`src/dws_pkg.sv`:
```
// Package for the display word sequencer: register map, field layouts,
// word formats, counter states and timing counts.
// Assumes a 100 MHz system clock and a 32-bit Avalon-MM register bus.
package dws_pkg;

	// Register word indices (byte address is four times the index)
	localparam logic [1:0] IDX_CTRL = 2'h0;
	localparam logic [1:0] IDX_STATUS = 2'h1;
	localparam logic [1:0] IDX_DAC = 2'h2;
	localparam logic [1:0] IDX_DISPLAY = 2'h3;

	// Timing
	localparam int CLK_MHZ = 100;
	localparam int WORD_DELAY_US = 35;
	localparam int POINT_WAIT_US = 25;
	localparam int BEAM_ON_US = 10;
	localparam logic [11:0] WORD_CYC = 12'(WORD_DELAY_US * CLK_MHZ);
	localparam logic [11:0] POINT_WAIT_CYC = 12'(POINT_WAIT_US * CLK_MHZ);
	localparam logic [11:0] BEAM_ON_CYC = 12'(BEAM_ON_US * CLK_MHZ);

	// Word fields
	localparam int WORD_W = 16;
	localparam int COORD_W = 11;
	localparam int COORD_LSB = 5;
	localparam int START_BIT = 0;
	localparam logic START_VAL = 1'h1;
	localparam int W1_POLAR = 1;
	localparam int W1_LOG = 2;
	localparam int W1_FREQ = 3;
	localparam int W1_EIGHT_U = 4;
	localparam int W1_EIGHT_T = 7;
	localparam int W1_EIGHT_H = 10;
	localparam int W1_SIGN = 15;
	localparam int W2_UNITS = 1;
	localparam int W2_TENS = 4;
	localparam int W2_HUND = 7;
	localparam int W2_MULT = 13;
	localparam int W3_Z5 = 1;
	localparam int W4_Z1 = 1;

	// Register field positions
	localparam int ST_COUNT = 4;
	localparam int DAC_Y = 16;
	localparam int DISP_LAMP = 16;
	localparam int DISP_INT = 24;
	localparam logic [31:0] READ_ZERO = 32'h0000_0000;

	typedef enum logic [3:0] {
		CNT0 = 4'h1,
		CNT1 = 4'h2,
		CNT2 = 4'h4,
		CNT3 = 4'h8
	} dws_count_t;

	// Front-panel switch settings held in the control register
	typedef struct packed {
		logic marker_every_32;
		logic marker_every_8;
		logic complex_vmode_sel;
		logic plot_arm_qualifier;
		logic plot_function_sel;
		logic continuous_type_sel;
		logic point_type_sel;
	} dws_ctrl_t;

	typedef struct packed {
		logic mult5;
		logic mult2;
		logic mult1;
		logic rect;
		logic polar;
		logic log_db;
		logic freq;
		logic scale_sign_lamp;
	} dws_lamp_t;

endpackage

```
`src/dws_sequencer.sv`:
```
// Display word sequencer: host word port, word counter, DAC loads, beam
// unblanking, markers, plotter pacing and the Avalon-MM register slave.
// Assumes the host holds the word stable around its encode edge and that
// word, encode and plotter-done pins are asynchronous to SYS_CLK_IN.
//
// Contract
// - Word counter steps 0-1-2-3 then alternates 2-3
// - Start bit clears counter, else advance or 3-to-2
// - Host words are sixteen bits wide
// - Encode command yields one internal encode pulse
// - Route each word by active counter output
// - First word: polar, log, freq, eights, sign
// - Second word: units, tens, hundreds, multipliers
// - Lamps decoded from stored first two words
// - Encode clears ready; set again after 35 us
// - Count zero restarts marker; every 8 or 32
// - Count two drives horizontal load strobe
// - Count three drives vertical load strobe
// - Bar type returns vertical to mid-scale; done here only while complex mode and plot function are both off
// - Count three unblanks beam and external output
// - Point type: wait 25 us, beam on 10 us
// - Continuous type: X loads with following Y word
// - Plot at arm: hold ready after fourth word
// - Plot at plot: hold ready after first word
// - Plot request is the inverse of ready
// - Plotter done pulse sets ready after hold
// - Pen lift while plot qualifier and not count zero
// - Complex mode selects 8 cm sweep
//
// Chosen here: the Avalon-MM slave port and the register addresses.
`timescale 1ns/1ps

module dws_sequencer (
	input wire logic SYS_CLK_IN,
	input wire logic RST_IN,
	input wire logic CE_IN,
	input wire logic [1:0] AVS_ADDRESS_IN,
	input wire logic AVS_READ_IN,
	input wire logic AVS_WRITE_IN,
	input wire logic [31:0] AVS_WRITEDATA_IN,
	output logic [31:0] AVS_READDATA_OUT,
	output logic AVS_WAITREQUEST_OUT,
	input wire logic [dws_pkg::WORD_W-1:0] HOST_WORD_IN,
	input wire logic HOST_ENCODE_IN,
	output logic WORD_READY_OUT,
	input wire logic PLOTTER_DONE_IN,
	output logic PLOT_REQ_OUT,
	output logic PEN_LIFT_OUT,
	output logic [3:0] COUNT_SEL_OUT,
	output logic [dws_pkg::COORD_W-1:0] X_DAC_OUT,
	output logic [dws_pkg::COORD_W-1:0] Y_DAC_OUT,
	output logic H_LOAD_OUT,
	output logic V_LOAD_OUT,
	output logic MID_SCALE_OUT,
	output logic BEAM_UNBLANK_OUT,
	output logic EXT_UNBLANK_OUT,
	output logic MARKER_OUT,
	output logic [4:0] INTENSITY_OUT,
	output logic SWEEP_8CM_OUT,
	output logic [11:0] DIGITS_OUT,
	output dws_pkg::dws_lamp_t LAMPS_OUT
);

	// Pin synchronisers; only stage two and later are read by logic
	logic [dws_pkg::WORD_W-1:0] word_s1_q, word_s2_q;
	logic enc_s1_q, enc_s2_q, enc_s3_q;
	logic done_s1_q, done_s2_q, done_s3_q;

	always_ff @(posedge SYS_CLK_IN or posedge RST_IN) begin
		if (RST_IN) begin
			word_s1_q <= 16'h0000;
			word_s2_q <= 16'h0000;
			{enc_s1_q, enc_s2_q, enc_s3_q} <= 3'h0;
			{done_s1_q, done_s2_q, done_s3_q} <= 3'h0;
		end else if (CE_IN) begin
			word_s1_q <= HOST_WORD_IN;
			word_s2_q <= word_s1_q;
			{enc_s1_q, enc_s2_q, enc_s3_q} <= {HOST_ENCODE_IN, enc_s1_q, enc_s2_q};
			{done_s1_q, done_s2_q, done_s3_q} <= {PLOTTER_DONE_IN, done_s1_q, done_s2_q};
		end
	end

	// Control register and state
	dws_pkg::dws_ctrl_t ctrl_q;
	dws_pkg::dws_count_t state_q, state_d;
	logic ready_q, hold_q, busy_q;
	logic [11:0] dly_q;
	logic [dws_pkg::COORD_W-1:0] x_hold_q, x_dac_q, y_dac_q;
	logic h_load_q, v_load_q, mid_q, beam_q, mark_q;
	logic [4:0] pt_q, int_q;
	logic [8:0] w1_q;
	logic [11:0] w2_q;

	wire enc_rise = enc_s2_q & ~enc_s3_q;
	wire encode_pulse = CE_IN & enc_rise & ready_q;
	wire plot_done_pulse = CE_IN & done_s2_q & ~done_s3_q;
	wire is_start = word_s2_q[dws_pkg::START_BIT] == dws_pkg::START_VAL;
	wire [dws_pkg::COORD_W-1:0] coord_bits = word_s2_q[dws_pkg::COORD_LSB +: dws_pkg::COORD_W];
	wire count_zero_sel = state_q == dws_pkg::CNT0;
	wire count_one_sel = state_q == dws_pkg::CNT1;
	wire count_two_sel = state_q == dws_pkg::CNT2;
	wire count_three_sel = state_q == dws_pkg::CNT3;
	wire expire = CE_IN & busy_q & (dly_q == 12'h000);
	wire bar_mode = ~ctrl_q.point_type_sel & ~ctrl_q.continuous_type_sel;
	wire mid_mode = bar_mode & ~ctrl_q.complex_vmode_sel & ~ctrl_q.plot_function_sel;
	wire inhibit = ctrl_q.plot_function_sel &
		((~ctrl_q.plot_arm_qualifier & count_three_sel) |
		(ctrl_q.plot_arm_qualifier & count_zero_sel));
	wire point_window = (dly_q < dws_pkg::WORD_CYC - dws_pkg::POINT_WAIT_CYC) &&
		(dly_q >= dws_pkg::WORD_CYC - dws_pkg::POINT_WAIT_CYC - dws_pkg::BEAM_ON_CYC);
	wire beam_d = busy_q & count_three_sel & (~ctrl_q.point_type_sel | point_window);
	wire marker_hit = (ctrl_q.marker_every_8 & (pt_q[2:0] == 3'h0)) |
		(ctrl_q.marker_every_32 & (pt_q == 5'h00));

	// Word counter next state
	always_comb begin
		state_d = state_q;
		if (is_start) begin
			state_d = dws_pkg::CNT0;
		end else begin
			case (state_q)
				dws_pkg::CNT0: state_d = dws_pkg::CNT1;
				dws_pkg::CNT1: state_d = dws_pkg::CNT2;
				dws_pkg::CNT2: state_d = dws_pkg::CNT3;
				dws_pkg::CNT3: state_d = dws_pkg::CNT2;
				default: state_d = dws_pkg::CNT0;
			endcase
		end
	end

	always_ff @(posedge SYS_CLK_IN or posedge RST_IN) begin
		if (RST_IN) begin
			state_q <= dws_pkg::CNT0;
		end else if (encode_pulse) begin
			state_q <= state_d;
		end
	end

	// Ready flag, word delay and plotter hold
	always_ff @(posedge SYS_CLK_IN or posedge RST_IN) begin
		if (RST_IN) begin
			ready_q <= 1'h1;
			hold_q <= 1'h0;
			busy_q <= 1'h0;
			dly_q <= 12'h000;
		end else if (CE_IN) begin
			if (encode_pulse) begin
				ready_q <= 1'h0;
				busy_q <= 1'h1;
				dly_q <= dws_pkg::WORD_CYC - 12'h001;
			end else if (expire) begin
				busy_q <= 1'h0;
				if (inhibit) begin
					hold_q <= 1'h1;
				end else begin
					ready_q <= 1'h1;
				end
			end else if (busy_q) begin
				dly_q <= dly_q - 12'h001;
			end else if (hold_q && plot_done_pulse) begin
				hold_q <= 1'h0;
				ready_q <= 1'h1;
			end
		end
	end

	// Word routing into display and DAC storage
	always_ff @(posedge SYS_CLK_IN or posedge RST_IN) begin
		if (RST_IN) begin
			w1_q <= 9'h000;
			w2_q <= 12'h000;
			x_hold_q <= 11'h000;
			x_dac_q <= 11'h000;
			y_dac_q <= 11'h000;
			int_q <= 5'h00;
		end else if (encode_pulse) begin
			case (state_d)
				dws_pkg::CNT0: begin
					w1_q <= {word_s2_q[dws_pkg::W1_SIGN], word_s2_q[dws_pkg::W1_EIGHT_H],
						word_s2_q[dws_pkg::W1_EIGHT_T], word_s2_q[dws_pkg::W1_EIGHT_U],
						word_s2_q[dws_pkg::W1_FREQ], word_s2_q[dws_pkg::W1_LOG],
						word_s2_q[dws_pkg::W1_POLAR], 2'h0};
				end
				dws_pkg::CNT1: begin
					w2_q <= {word_s2_q[dws_pkg::W2_MULT +: 3], word_s2_q[dws_pkg::W2_UNITS +: 9]};
				end
				dws_pkg::CNT2: begin
					x_hold_q <= coord_bits;
					int_q[4] <= word_s2_q[dws_pkg::W3_Z5];
					if (!ctrl_q.continuous_type_sel) begin
						x_dac_q <= coord_bits;
					end
				end
				dws_pkg::CNT3: begin
					y_dac_q <= coord_bits;
					int_q[3:0] <= word_s2_q[dws_pkg::W4_Z1 +: 4];
					if (ctrl_q.continuous_type_sel) begin
						x_dac_q <= x_hold_q;
					end
				end
				default: begin
				end
			endcase
		end
	end

	// Load strobes, mid-scale, unblanking and markers
	always_ff @(posedge SYS_CLK_IN or posedge RST_IN) begin
		if (RST_IN) begin
			h_load_q <= 1'h0;
			v_load_q <= 1'h0;
			mid_q <= 1'h0;
			beam_q <= 1'h0;
			mark_q <= 1'h0;
			pt_q <= 5'h00;
		end else if (CE_IN) begin
			h_load_q <= encode_pulse & ((state_d == dws_pkg::CNT2) & ~ctrl_q.continuous_type_sel |
				(state_d == dws_pkg::CNT3) & ctrl_q.continuous_type_sel);
			v_load_q <= encode_pulse & (state_d == dws_pkg::CNT3);
			mid_q <= expire & count_three_sel & mid_mode;
			beam_q <= beam_d;
			if (encode_pulse && state_d == dws_pkg::CNT0) begin
				pt_q <= 5'h00;
				mark_q <= 1'h0;
			end else if (encode_pulse && state_d == dws_pkg::CNT3) begin
				pt_q <= pt_q + 5'h01;
				mark_q <= marker_hit;
			end
		end
	end

	// Avalon-MM slave: one wait state, then the answer
	logic ack_q, bus_ack;
	logic [31:0] rdata_q;
	wire bus_req = AVS_READ_IN | AVS_WRITE_IN;
	wire bus_take = bus_req & ack_q;
	wire [31:0] status_word = {24'h00_0000, COUNT_SEL_OUT, 1'h0, beam_q, hold_q, ready_q};
	wire [31:0] dac_word = {5'h00, y_dac_q, 5'h00, x_dac_q};
	wire [31:0] disp_word = {3'h0, int_q, LAMPS_OUT, 4'h0, DIGITS_OUT};
	wire [31:0] read_mux =
		(AVS_ADDRESS_IN == dws_pkg::IDX_CTRL) ? {25'h000_0000, ctrl_q} :
		(AVS_ADDRESS_IN == dws_pkg::IDX_STATUS) ? status_word :
		(AVS_ADDRESS_IN == dws_pkg::IDX_DAC) ? dac_word :
		(AVS_ADDRESS_IN == dws_pkg::IDX_DISPLAY) ? disp_word : dws_pkg::READ_ZERO;
	assign bus_ack = bus_req & ~ack_q;

	always_ff @(posedge SYS_CLK_IN or posedge RST_IN) begin
		if (RST_IN) begin
			ack_q <= 1'h0;
			rdata_q <= 32'h0000_0000;
			ctrl_q <= '0;
		end else if (CE_IN) begin
			ack_q <= bus_ack;
			if (bus_ack) begin
				rdata_q <= AVS_READ_IN ? read_mux : dws_pkg::READ_ZERO;
			end
			if (bus_take && AVS_WRITE_IN && AVS_ADDRESS_IN == dws_pkg::IDX_CTRL) begin
				ctrl_q <= AVS_WRITEDATA_IN[6:0];
			end
		end
	end

	assign AVS_WAITREQUEST_OUT = bus_req & ~ack_q;
	assign AVS_READDATA_OUT = rdata_q;

	// Outputs
	assign WORD_READY_OUT = ready_q;
	assign PLOT_REQ_OUT = ~ready_q;
	assign PEN_LIFT_OUT = ctrl_q.plot_arm_qualifier & ~count_zero_sel;
	assign SWEEP_8CM_OUT = ctrl_q.complex_vmode_sel;
	assign COUNT_SEL_OUT = {count_three_sel, count_two_sel, count_one_sel, count_zero_sel};
	assign X_DAC_OUT = x_dac_q;
	assign Y_DAC_OUT = y_dac_q;
	assign H_LOAD_OUT = h_load_q;
	assign V_LOAD_OUT = v_load_q;
	assign MID_SCALE_OUT = mid_q;
	assign BEAM_UNBLANK_OUT = beam_q;
	assign EXT_UNBLANK_OUT = beam_q;
	assign MARKER_OUT = mark_q & beam_q;
	assign INTENSITY_OUT = int_q;
	// Digits: eights bit from the first word above the 1-2-4 bits of the second
	assign DIGITS_OUT = {w1_q[7], w2_q[8:6], w1_q[6], w2_q[5:3], w1_q[5], w2_q[2:0]};
	assign LAMPS_OUT.scale_sign_lamp = w1_q[8];
	assign LAMPS_OUT.freq = w1_q[4];
	assign LAMPS_OUT.log_db = w1_q[3];
	assign LAMPS_OUT.polar = w1_q[2];
	assign LAMPS_OUT.rect = ~w1_q[2];
	assign LAMPS_OUT.mult1 = w2_q[9];
	assign LAMPS_OUT.mult2 = w2_q[10];
	assign LAMPS_OUT.mult5 = w2_q[11];

	// Checks
	counter_alternate_a: assert property (@(posedge SYS_CLK_IN) disable iff (RST_IN)
		encode_pulse && !is_start && count_three_sel |=> count_two_sel)
		else $error("counter did not step back from 3 to 2");

	start_clears_a: assert property (@(posedge SYS_CLK_IN) disable iff (RST_IN)
		encode_pulse && is_start |=> count_zero_sel && !ready_q)
		else $error("start word did not clear the counter");

	ready_delay_a: assert property (@(posedge SYS_CLK_IN) disable iff (RST_IN)
		encode_pulse |=> busy_q && dly_q == dws_pkg::WORD_CYC - 12'h001 && !ready_q)
		else $error("word delay not started on encode");

	ready_expiry_a: assert property (@(posedge SYS_CLK_IN) disable iff (RST_IN)
		expire && !inhibit |=> ready_q && !busy_q)
		else $error("ready not set at end of word delay");

	encode_ignored_a: assert property (@(posedge SYS_CLK_IN) disable iff (RST_IN)
		CE_IN && enc_rise && !ready_q |=> $stable(state_q) && $stable(y_dac_q) && $stable(x_dac_q))
		else $error("encode taken while ready was clear");

	horizontal_load_a: assert property (@(posedge SYS_CLK_IN) disable iff (RST_IN)
		encode_pulse && state_d == dws_pkg::CNT2 && !ctrl_q.continuous_type_sel |=>
		h_load_q && x_dac_q == $past(coord_bits))
		else $error("horizontal load missed on count two");

	unblank_pair_a: assert property (@(posedge SYS_CLK_IN) disable iff (RST_IN)
		encode_pulse && state_d == dws_pkg::CNT3 && !ctrl_q.point_type_sel |=> ##1 beam_q && EXT_UNBLANK_OUT)
		else $error("count three did not unblank the beam");

	vertical_load_a: assert property (@(posedge SYS_CLK_IN) disable iff (RST_IN)
		encode_pulse && state_d == dws_pkg::CNT3 |=> v_load_q && y_dac_q == $past(coord_bits))
		else $error("vertical load missed on count three");

	point_beam_a: assert property (@(posedge SYS_CLK_IN) disable iff (RST_IN)
		$rose(beam_q) && ctrl_q.point_type_sel && $stable(ctrl_q) |->
		dly_q == dws_pkg::WORD_CYC - dws_pkg::POINT_WAIT_CYC - 12'h002)
		else $error("point beam not after 25 us wait");

	plot_hold_a: assert property (@(posedge SYS_CLK_IN) disable iff (RST_IN)
		expire && ctrl_q.plot_function_sel && !ctrl_q.plot_arm_qualifier && count_three_sel |=>
		hold_q && !ready_q)
		else $error("ready not withheld after fourth word at arm");

	plot_done_a: assert property (@(posedge SYS_CLK_IN) disable iff (RST_IN)
		hold_q && !busy_q && !encode_pulse && plot_done_pulse |=> ready_q && !hold_q)
		else $error("plotter done did not set ready");

	mid_scale_a: assert property (@(posedge SYS_CLK_IN) disable iff (RST_IN)
		mid_q |-> $past(mid_mode) && $past(count_three_sel) && !busy_q)
		else $error("mid-scale outside bar point end");

endmodule

```
`config.mk`:
```
export PLATFORM = sky130hd
export DESIGN_NAME = dws_sequencer
export DESIGN_NICKNAME = d
export VERILOG_FILES = /design/src/dws_pkg.sv /design/src/dws_sequencer.sv
export SDC_FILE = /design/constraint.sdc
export NUM_CORES = 1
export LEC_CHECK = 0
export BUFFER_PORTS_ARGS = -buffer_cell sky130_fd_sc_hd__buf_2
export CAP_MARGIN = 20
export CELL_PAD_IN_SITES_DETAIL_PLACEMENT = 1
export CELL_PAD_IN_SITES_GLOBAL_PLACEMENT = 2
export CORE_MARGIN = 10
export CORE_UTILIZATION = 35
export DETAILED_ROUTE_END_ITERATION = 6
export PLACE_DENSITY = 0.84
export SETUP_SLACK_MARGIN = 0.02
export SKIP_LAST_GASP = 1
export SYNTH_ARGS = -nofsm -noshare
export SYNTH_HDL_FRONTEND = slang
export SYNTH_SLANG_ARGS = --single-unit
```
`constraint.sdc`:
```
create_clock -name SYS_CLK_IN -period 12.75 [get_ports SYS_CLK_IN]
set_clock_uncertainty 0.15 [all_clocks]
set_input_delay 1.275 -clock SYS_CLK_IN [delete_from_list [all_inputs] [get_ports SYS_CLK_IN]]
set_output_delay 1.275 -clock SYS_CLK_IN [all_outputs]
set_load 0.02 [all_outputs]
```
* Yosys cells after proc, flatten, opt, wreduce, memory -nomap -nowiden
Index checks and enable logic that the tools add are counted.
Word-level totals: logic and storage cells 158, output and inout port bits 94, register bits after elaboration 164, bits of input ports 57
Operators by class: reduce and logical (&&, ||, !) cells 29, equal/unequal tests 18, bitwise logic cells 44, magnitude comparators 2, muxes and demuxes 28, $add $sub $neg 2
Operators with widths (count):
- 29-bit two-way mux | 5
- 12-bit two-way mux | 3
- 1-bit bitwise AND | 27
- 11-bit two-way mux | 2
- 11-bit one-hot mux with 2 select lines | 1
- 2-bit AND reduction | 8
- 1-bit two-way mux | 13
- 12-bit by 1-bit >= comparator with 1-bit output, second input constant | 1
- 12-bit zero test | 1
- 12-bit by 10-bit less-than comparator with 1-bit output, second input constant | 1
- 1-bit NOT | 12
- 4-bit one-hot mux with 3 select lines | 1
- 12-bit by 1-bit subtractor with 12-bit output, second input constant | 1
- 5-bit two-way mux | 2
- 2-bit nonzero test | 5
- 4-bit by 1-bit == test with 1-bit output, second input constant | 2
- 4-bit by 2-bit == test with 1-bit output, second input constant | 2
- 4-bit by 3-bit == test with 1-bit output, second input constant | 2
- 4-bit == test, second input constant | 2
- 4-bit AND reduction | 2
- 1-bit logical AND | 6
- 2-bit != test, second input constant | 3
- 5-bit by 1-bit adder with 5-bit output, second input constant | 1
- 5-bit zero test | 1
- 13 further kinds | 19

* Depth between registers and ports, before layout
Gate-level depths: netlist (run 1).
word-level depth 8, depth in mapped cells 8

* Worst setup path after synthesis (run 1)
OpenSTA, ideal clock, no wires.
path kind input-to-reg, start point input CE_IN, end point register x_dac_q, in the netlist X_DAC_OUT[0], path buffers 2, cell stages on the path 5, arrival 2.685 ns, library setup time 0.125 ns, path slack 9.789 ns, path through buf_2 -> nand4b_1 -> a2111oi_4 -> buf_6 -> mux2_4
On the way: longest elaborated chain between the ends 3
Ends and longest elaborated chain:
- from (decl) | RTL line dws_sequencer.sv:36 | input wire logic CE_IN,
- 1-bit bitwise AND (2 in a row) | RTL line dws_sequencer.sv:95 | wire encode_pulse = CE_IN & enc_rise & ready_q;
- 4-bit AND reduction (no source line)
- to (signal assigned) | RTL line dws_sequencer.sv:191 | x_dac_q <= coord_bits;
- to (signal assigned) | RTL line dws_sequencer.sv:198 | x_dac_q <= x_hold_q;
- to (decl) | RTL line dws_sequencer.sv:88 | logic [dws_pkg::COORD_W-1:0] x_hold_q, x_dac_q, y_dac_q;
No other way between the ends. A chain may end at the register's enable or synchronous reset.

* Worst setup path after layout (run 1)
start point input CE_IN, end point register mark_q
On the way: longest elaborated chain between the ends 5
Ends and longest elaborated chain:
- 1-bit bitwise AND (2 in a row) | RTL line dws_sequencer.sv:95
- 1-bit logical AND (on tied branches) | RTL line dws_sequencer.sv:222, dws_sequencer.sv:225
- 2-bit nonzero test (no source line)
- 2-bit AND reduction (no source line)
- to (signal assigned) | RTL line dws_sequencer.sv:227 | mark_q <= marker_hit;
- to (decl) | RTL line dws_sequencer.sv:89 | logic h_load_q, v_load_q, mid_q, beam_q, mark_q;
Parallel ways exist; a longest one is shown, timed or not.

==> run summary, run 1 <==
status: complete, no violations
initial core utilization: 35.4%
Worst EP arrival: 3810 ps
max_cap viols: 0
clock sinks: 157
Post-CTS Setup Bufs: 0
num ports: 151
die area: 26,500 sq um
Seq/Total Area, Yosys: 55.2%
fraction of registers with async set/reset: 100%
CP Capture Type: flop
critical path launch point type: input port
cell count after synthesis: 590
cell with the most instances after synthesis: dfrtp_1
Final period util: 28.1%
worst skew pair latency: 430 ps
clk buf depth: 2
maximum vdd drop: 88.9 uV
Syn Std Cell Area: 7130 sq um
Synth area leaders: dfrtp_1 (54%), mux2_2 (14%), nand2_1 (4.9%), mux2i_1 (2.8%), o31ai_1 (2.0%)
Routed WL: 20,300 um
vias in the first global route: 5,511
post-cts sizing count: 0
PD cells: 192 nW/um^2
max frequency: 279 MHz
WS Path Type: in -> reg
Port Buf Inserts: 118
DRC viols: 0
Fin Setup TNS: 0 ps
GP Congestion: 0.807
total iterations of the first detailed-routing run: 4
Detail Route Antenna Nets: 0
initial DRC count: 266
flop-to-flop setup slack: 9750 ps
Total GRT Usage: 15.5%
leak pwr: 4.12 nW
Hold Path Class: reg -> reg
final number of setup-violating endpoints: 0
Fill cells: 2,182
clock transition at the registers of the reported paths: 60 ps
R2R cell count: 4
Crit path required time: 12,970 ps
chip width: 163 um
number of flops mapped to enable cells by yosys: 0
core area: 20,100 sq um
fraction of layout cells with a size suffix above 1: 39.4%
Hold-fix buffers, CTS: 0
Slew headroom: 29.6%
Tmin final: 3590 ps
CTS tree: built
hold path depth: 2
unrepaired setup endpoints after global routing: no
largest area contributor in the netlist: dfrtp_1
actual slew at the worst max-slew pin: 1050 ps
die height: 163 um
Slew Viols, Final: 0
# rows: 52
root buf cell: clkbuf_16
initial antenna violation count: 0
number of synthesized register bits: 157
Layout area overhead: 19.0%
fin nets: 758
top post-synthesis cells by count: dfrtp_1 (155), nand2_1 (93), mux2_2 (87)
largest net degree at the start of global routing: 102
Final Hold Violating Endpoints: 0
grt total ovfl: 0
global-route wire length before repair: 32,200 um
Finished Cell Area: 8480 sq um
register area: 3930 sq um
vias per std cell: 5.11
Syn. warnings: 0
multi-input combinational cell area: 2910 sq um
DP HPWL: 14,300 um
CTS Buf Count: 17
Util after Layout: 42.2%
synth unique cells: 60
Post-Syn Area per Cell: 12.1 sq um
H-Tree Level Count: 4
Yosys top cell area share: 54.4%
area of placed instances: 7890 sq um
CP max FO: 54
wire per inst: 20.7 um
vias post-DR: 5,005
Ant. Diodes: 0
Primary FF master, synth: dfrtp_1
==> cells in the final DEF, fill, tap and decap left out, types with 14 or more instances in the layout <==
master     instances
o31ai_1           19
clkbuf_16         17
mux2_2            87
mux2i_1           20
dfrtp_1          155
buf_2            118
nand2_1           93
inv_1             14
nor2_1            21
o21ai_0           18
==> critical path, stage by stage <==
cell and delay, ps:
buf_2 80, buf_4 530, and4b_1 670, nand3_2 570, nor4b_1 500, a31o_2 160
==> stage by stage <==
step / hold WS, ps / std cells / power (W) / worst slack [ps]
floorplan: 299 / 596 / 0.000967 / 7090
global placement: 310 / 947 / 0.00111 / 8760
detailed placement: 319 / 947 / 0.00113 / 8710
finish: 330 / 980 / 0.00163 / 9160
CTS: 337 / 979 / 0.00165 / 9110
global route: 358 / 980 / 0.00172 / 8960
==> power by group <==
group	switching, W	internal, W
logic	0.000231	0.000170
clock network	0.000222	0.000291
registers	0.000113	0.000601
==> routing by layer <==
| metal | vias up | part of all wire [%] | track usage, % |
|---|---|---|---|
| met1 | 2597 | 45 | 19.6 |
| li1 | 2280 | - | - |
| met4 | 0 | 1.2 | 4.30 |
| met5 | - | 0 | 0 |
| met3 | 14 | 5.4 | 4.95 |
| met2 | 114 | 48 | 24.8 |
==> cells by family after synthesis <==
group | synth area share [%]
other | 0.0526
XOR/XNOR | 0.246
AO/OA/AOI/OAI | 7.01
AND/OR/NAND/NOR | 12.2
multiplexers | 20.3
adder cells (fa/ha/maj) | 0.702
flip-flops | 55.2
buffers and inverters | 4.32
==> final timing paths <==
| path | start | endpoint |
|---|---|---|
| max | CE_IN | mark_q |
| min | AVS_READDATA_OUT[27] | AVS_READDATA_OUT[27] |
| max reg2reg | state_q[3] | X_DAC_OUT[6] |
| min reg2reg | AVS_READDATA_OUT[27] | AVS_READDATA_OUT[27] |
| max in group asynchronous | RST_IN | state_q[3] |
| min in group asynchronous | RST_IN | word_s1_q[12] |
==> layout make-up <==
class | count | share of cell area (%)
flip-flops and latches | 157 | 46.3
multi-input cells | 379 | 34.3
repair buffers | 126 | 7.71
clock buffers | 17 | 5.01
well taps | 270 | 3.98
clock inverters | 15 | 1.89
inverters | 16 | 0.767
==> state kept, by name (all words and copies together) (netlist names), 4 cells and up <==
register          count
AVS_READDATA_OUT     25
INTENSITY_OUT         5
X_DAC_OUT            11
Y_DAC_OUT            11
ctrl_q                6
dly_q                12
pt_q                  5
state_q               4
w1_q                  7
w2_q                 12
word_s1_q            16
word_s2_q            16
x_hold_q             11
Power figures use the tool's default switching activity.
==> inputs of run 2 (changes only) <==
- ABC_AREA: unset -> 1
- CORE_UTILIZATION: 35 -> 29
- PLACE_DENSITY: 0.84 -> 0.82
- clock period: 12.75 -> 2.9 ns (I/O delays scaled with it)
==> run 2 against run 1 <==
Die area is 18% higher. Global-route usage down 1.1 points. Via count up 21%. Largest power group unchanged. Cell area grew 3.2%. Sequential power increased to 3.3 times the previous value. Cell count rose by 33%. First-iteration DRC count increased by 23%. Utilization is 6.0 points lower. Critical path type is now reg -> reg. Sequential cell count is the same. Combinational power up 14%. Critical endpoint is now X_DAC_OUT[8]. Largest cell class unchanged.
==> run summary, run 2 <==
status: complete, no violations
DP HPWL: 16,100 um
CTS tree: built
vias post-DR: 6,057
Slew Viols, Final: 0
post-cts sizing count: 0
fin nets: 1,032
Sequential Power Share: 46.9%
max frequency: 412 MHz
Seq/Total Area, Yosys: 55.4%
WS Path Type: reg -> reg
met3 WL: 1120 um
vias in the first global route: 6,454
Final Hold Violating Endpoints: 0
CP max FO: 26
CP max stage delay: 580 ps
Yosys top cell area share: 54.6%
Syn Std Cell Area: 7100 sq um
cell count after synthesis: 843
initial core utilization: 29.4%
Detail Route Antenna Nets: 0
cell with the most instances after synthesis: nand2_1
worst hold slack: 143 ps
root buf cell: clkbuf_16
clock transition at the registers of the reported paths: 60 ps
Worst Setup SP: WORD_READY_OUT
critical-path cell list: nand4_4 -> nor2_2 -> nand2_2 -> o21ai_2 -> nand2_2 -> nand2_1 -> nand2_1
final number of setup-violating endpoints: 0
Total GRT Usage: 14.4%
die area: 31,100 sq um
Power Total: 0.00502 W
DRC viols: 0
GP Congestion: 0.814
Sw Ratio: 26.9%
worst skew pair latency: 430 ps
most frequent cells in the layout: nand2_1 (278), dfrtp_1 (155), buf_2 (118)
vias per std cell: 4.63
unrepaired setup endpoints after global routing: no
met1 WL: 10,400 um
Port Buf Inserts: 118
Syn. warnings: 0
number of synthesized register bits: 157
die height: 176 um
global-route wire length before repair: 35,900 um
initial antenna violation count: 0
num ports: 151
core area: 24,200 sq um
leak pwr: 4.55 nW
Logic pwr share: 9.1%
total iterations of the first detailed-routing run: 4
Slowest-stage cell, CP: dfstp_2
most common cell after layout, fill and taps aside: nand2_1
Layout area overhead: 23.4%
Synth area leaders: dfrtp_1 (55%), nand2_1 (15%), o21ai_0 (6.1%), nand3_1 (5.6%), inv_1 (2.9%)
CTS Buf Count: 17
wire per inst: 16.8 um
fraction of layout cells with a size suffix above 1: 18.6%
Largest register FFs: 25
Routed WL: 22,000 um
Slew headroom: 48.5%
critical path launch point type: flop
synth unique cells: 36
Post-Syn Area per Cell: 8.42 sq um
fraction of registers with async set/reset: 100%
number of flops mapped to enable cells by yosys: 0
maximum vdd drop: 400 uV
grt total ovfl: 0
Crit path required time: 3060 ps
Worst EP arrival: 2590 ps
clock sinks: 157
Final period util: 83.8%
Primary FF master, synth: dfrtp_1
initial DRC count: 328
Ant. Diodes: 0
top post-synthesis cells by count: nand2_1 (278), dfrtp_1 (155), o21ai_0 (86)
largest net degree at the start of global routing: 81
clk buf depth: 2
Top delay family on crit path: simple AND/OR/NAND/NOR gates
max_cap viols: 0
Top Layer Used: met4
Power Internal: 0.00367 W
Fin Setup TNS: 0 ps
CP Capture Type: flop
Clk pwr share: 44.0%
worst flop-to-flop path startpoint: WORD_READY_OUT
Hold Path Class: in -> reg
largest area contributor in the netlist: dfrtp_1
wire length on met2: 10,200 um
Worst Path Buf+Inv: 0
PD cells: 573 nW/um^2
Net Switching: 0.00135 W
Worst Hold Launch: CE_IN
H-Tree Level Count: 4
actual slew at the worst max-slew pin: 770 ps
# rows: 57
Tmin final: 2430 ps
chip width: 176 um
[run 2: final timing paths]
kind	end	slack, ps	depth (start not counted)
setup / recovery	X_DAC_OUT[8]	470	7
hold / removal	ack_q	140	3
setup reg to reg	X_DAC_OUT[8]	470	7
hold reg to reg	word_s1_q[7]	320	2
max in group asynchronous	pt_q[0]	1410	4
min in group asynchronous	word_s1_q[7]	350	3
[run 2: area by class of cell]
cell class / count / area, sq um
Timing Repair Buffer: 154 / 938
Fill cell: 2918 / 15400
Sequential cell: 157 / 3930
Multi-Input combinational cell: 579 / 2670
Tap cell: 324 / 405
Clock buffer: 19 / 453
Inverter: 62 / 236
Clock inverter: 13 / 128
[run 2: layer usage]
layer  GRT usage (%)  vias up
met2            22.9      122
met1            19.3     2944
li1                -     2972
met3            3.31       19
met4            3.89        0
met5               0        -
[run 2: cell families after synthesis]
family,Yosys count,share of synthesized area [%]
buffers and inverters,113,7.39
XOR/XNOR,4,0.494
AND/OR/NAND/NOR,427,25.4
flip-flops,157,55.4
multiplexers,2,0.317
other,1,0.0528
adder cells (fa/ha/maj),4,0.705
AO/OA/AOI/OAI,135,10.3
[run 2: power groups by stage]
stage	combinational, W	clock [W]	sequential, W
floorplan	0.000255	0	0.00240
global placement	0.000433	0	0.00239
detailed placement	0.000442	0	0.00240
CTS	0.000471	0.00227	0.00236
global route	0.000525	0.00237	0.00236
finish	0.000458	0.00221	0.00235
[run 2: through the flow]
| step | setup slack [ps] | cells | utilization [%] | instance area [sq um] |
|---|---|---|---|---|
| 4_1_cts | 384 | 1307 | 36.2 | 8750 |
| 6_report | 470 | 1308 | 36.2 | 8760 |
| 3_5_place_dp | 399 | 1249 | 32.7 | 7910 |
| 2_1_floorplan | 475 | 849 | - | 7120 |
| 5_1_grt | 208 | 1308 | 36.2 | 8760 |
| 3_3_place_gp | 460 | 1249 | 32.7 | 7910 |
[run 2: what timing repair did]
action,CTS,global route
setup buffers,0,0
setup endpoints to repair,0,0
hold buffers,26,0
endpoints found under the hold margin,51,0
[run 2: tightest hold or removal path, cell delays in order]
cell,delay (ps)
buf_2,180
nand2_1,140
nand2_1,70
==> inputs of run 3 (changes only) <==
- CORE_UTILIZATION: 29 -> 32
- PLACE_DENSITY: 0.82 -> 0.86
- clock period: 2.9 -> 2.47 ns (I/O delays scaled with it)
==> run 3 against run 2 <==
Total power is 18% higher. Register-to-register slack worse by 110 ps. Critical path type unchanged. Utilization is 3.9 points higher. Worst setup slack worse by 110 ps. Non-clock buffer count is 5 higher. Sequential power is 17% higher. Maximum frequency is 15% higher. Critical path depth is 2 lower. Global-route usage is 1.2 points higher. Via count is 1.5% higher. Sequential share of layout area hardly changed.
==> run summary, run 3 (synthesized netlist as in run 2, its figures left out) <==
Slew headroom: 56.6%
placed insts: 1,210
GP Congestion: 0.802
Total GRT Usage: 15.6%
non-filler cells, final: 1,269
Logic pwr share: 9.2%
max_cap viols: 0
critical path launch point type: flop
largest net degree at the start of global routing: 104
fraction of layout cells with a size suffix above 1: 19.1%
unrepaired setup endpoints after global routing: no
actual slew at the worst max-slew pin: 650 ps
grt total ovfl: 0
clock transition at the registers of the reported paths: 70 ps
CTS Buf Count: 17
leak pwr: 4.58 nW
final number of setup-violating endpoints: 0
PD cells: 675 nW/um^2
Final Hold Violating Endpoints: 0
max frequency: 473 MHz
total iterations of the first detailed-routing run: 4
initial antenna violation count: 0
Routed WL: 21,900 um
CTS tree: built
num ports: 151
Worst EP arrival: 2250 ps
Layout area overhead: 23.3%
vias post-DR: 6,146
global-route wire length before repair: 35,900 um
wire per inst: 17.3 um
Clk pwr share: 44.1%
clk buf depth: 2
Final period util: 85.6%
Hold Path Class: in -> reg
most frequent cells in the layout: nand2_1 (277), dfrtp_1 (155), buf_2 (118)
Crit path required time: 2610 ps
clock sinks: 157
Slew Viols, Final: 0
initial DRC count: 329
CP max stage delay: 580 ps
root buf cell: clkbuf_16
die area: 28,500 sq um
Detail Route Antenna Nets: 0
DP HPWL: 15,700 um
Sequential Power Share: 46.7%
# rows: 54
Power Internal: 0.00431 W
DRC viols: 0
Tmin final: 2110 ps
Top delay family on crit path: simple AND/OR/NAND/NOR gates
Post-CTS Setup Bufs: 0
initial core utilization: 32.5%
worst skew pair latency: 440 ps
maximum vdd drop: 383 uV
core area: 21,800 sq um
Sw Ratio: 27.1%
worst hold slack: 152 ps
fin nets: 1,037
Ant. Diodes: 0
Fill cells: 2,617
Net Switching: 0.00160 W
critical-path cell list: nand4_4 -> nor2_4 -> inv_2 -> nand2_1 -> o21ai_0
CP max FO: 38
Largest register FFs: 25
H-Tree Level Count: 4
vias in the first global route: 6,470
Port Buf Inserts: 118
CP Capture Type: flop
most common cell after layout, fill and taps aside: nand2_1
WS Path Type: reg -> reg
vias per std cell: 4.84
status: complete, no violations
Util after Layout: 40.1%
die height: 169 um
Fin Setup TNS: 0 ps
Slowest-stage cell, CP: dfstp_2
chip width: 169 um
Worst Path Buf+Inv: 1
[run 3: cell types whose count changed in the layout (fill, tap and decap cells not counted), sizes merged]
cell / change
clkinv: +1
buf: +5
clkinvlp: -1
[run 3: routing by layer]
layer / GRT usage, % / vias up / part of all wire, %
met1: 20.5 / 2989 / 47
met5: 0 / - / 0
met3: 3.31 / 27 / 5.1
met2: 24.5 / 136 / 46
li1: - / 2994 / -
met4: 6.32 / 0 / 1.7
[run 3: through the flow]
| stage | setup slack, ps | cell area (sq um) | power (W) |
|---|---|---|---|
| detailed placement | 220 | 7900 | 0.00333 |
| CTS | 154 | 8740 | 0.00599 |
| global placement | 286 | 7900 | 0.00331 |
| floorplan | 87.8 | 7120 | 0.00312 |
| finish | 356 | 8750 | 0.00591 |
| global route | 173 | 8750 | 0.00617 |
[run 3: cell type report]
| class | instances | area, sq um | area share (%) |
|---|---|---|---|
| multi-input combinational | 579 | 2670 | 30.5 |
| tap | 280 | 350 | 4.00 |
| clock buffer | 19 | 453 | 5.17 |
| inverter | 62 | 236 | 2.70 |
| sequential | 157 | 3930 | 44.9 |
| clock inverter | 13 | 128 | 1.46 |
| timing repair buffer | 159 | 988 | 11.3 |
[run 3: final timing paths]
path                                 from  slack [ps]  depth (start not counted)                   to
hold reg to reg              word_s1_q[8]         320                          2         word_s1_q[8]
setup reg to reg           WORD_READY_OUT         360                          5         Y_DAC_OUT[8]
max in group asynchronous          RST_IN        1340                          4  AVS_READDATA_OUT[2]
hold / removal                      CE_IN         150                          5     BEAM_UNBLANK_OUT
setup / recovery           WORD_READY_OUT         360                          5         Y_DAC_OUT[8]
min in group asynchronous          RST_IN         300                          4         word_s1_q[6]
[run 3: what timing repair did]
| action | in CTS | in global routing |
|---|---|---|
| hold buffers | 26 | 0 |
| endpoints found under the hold margin | 180 | 0 |
| setup endpoints to repair | 0 | 1 |
| gates resized for setup | 0 | 1 |
[run 3: tightest hold or removal path, delay by kind of cell]
family	cells	cell delay (ps)
simple gates	4	270
buf+inv	1	180
[run 3: power groups by stage]
| stage | clock, W | sequential, W | combinational [W] |
|---|---|---|---|
| floorplan | 0 | 0.00282 | 0.000299 |
| global placement | 0 | 0.00280 | 0.000510 |
| detailed placement | 0 | 0.00281 | 0.000521 |
| CTS | 0.00267 | 0.00276 | 0.000557 |
| global route | 0.00278 | 0.00277 | 0.000620 |
| finish | 0.00261 | 0.00276 | 0.000544 |
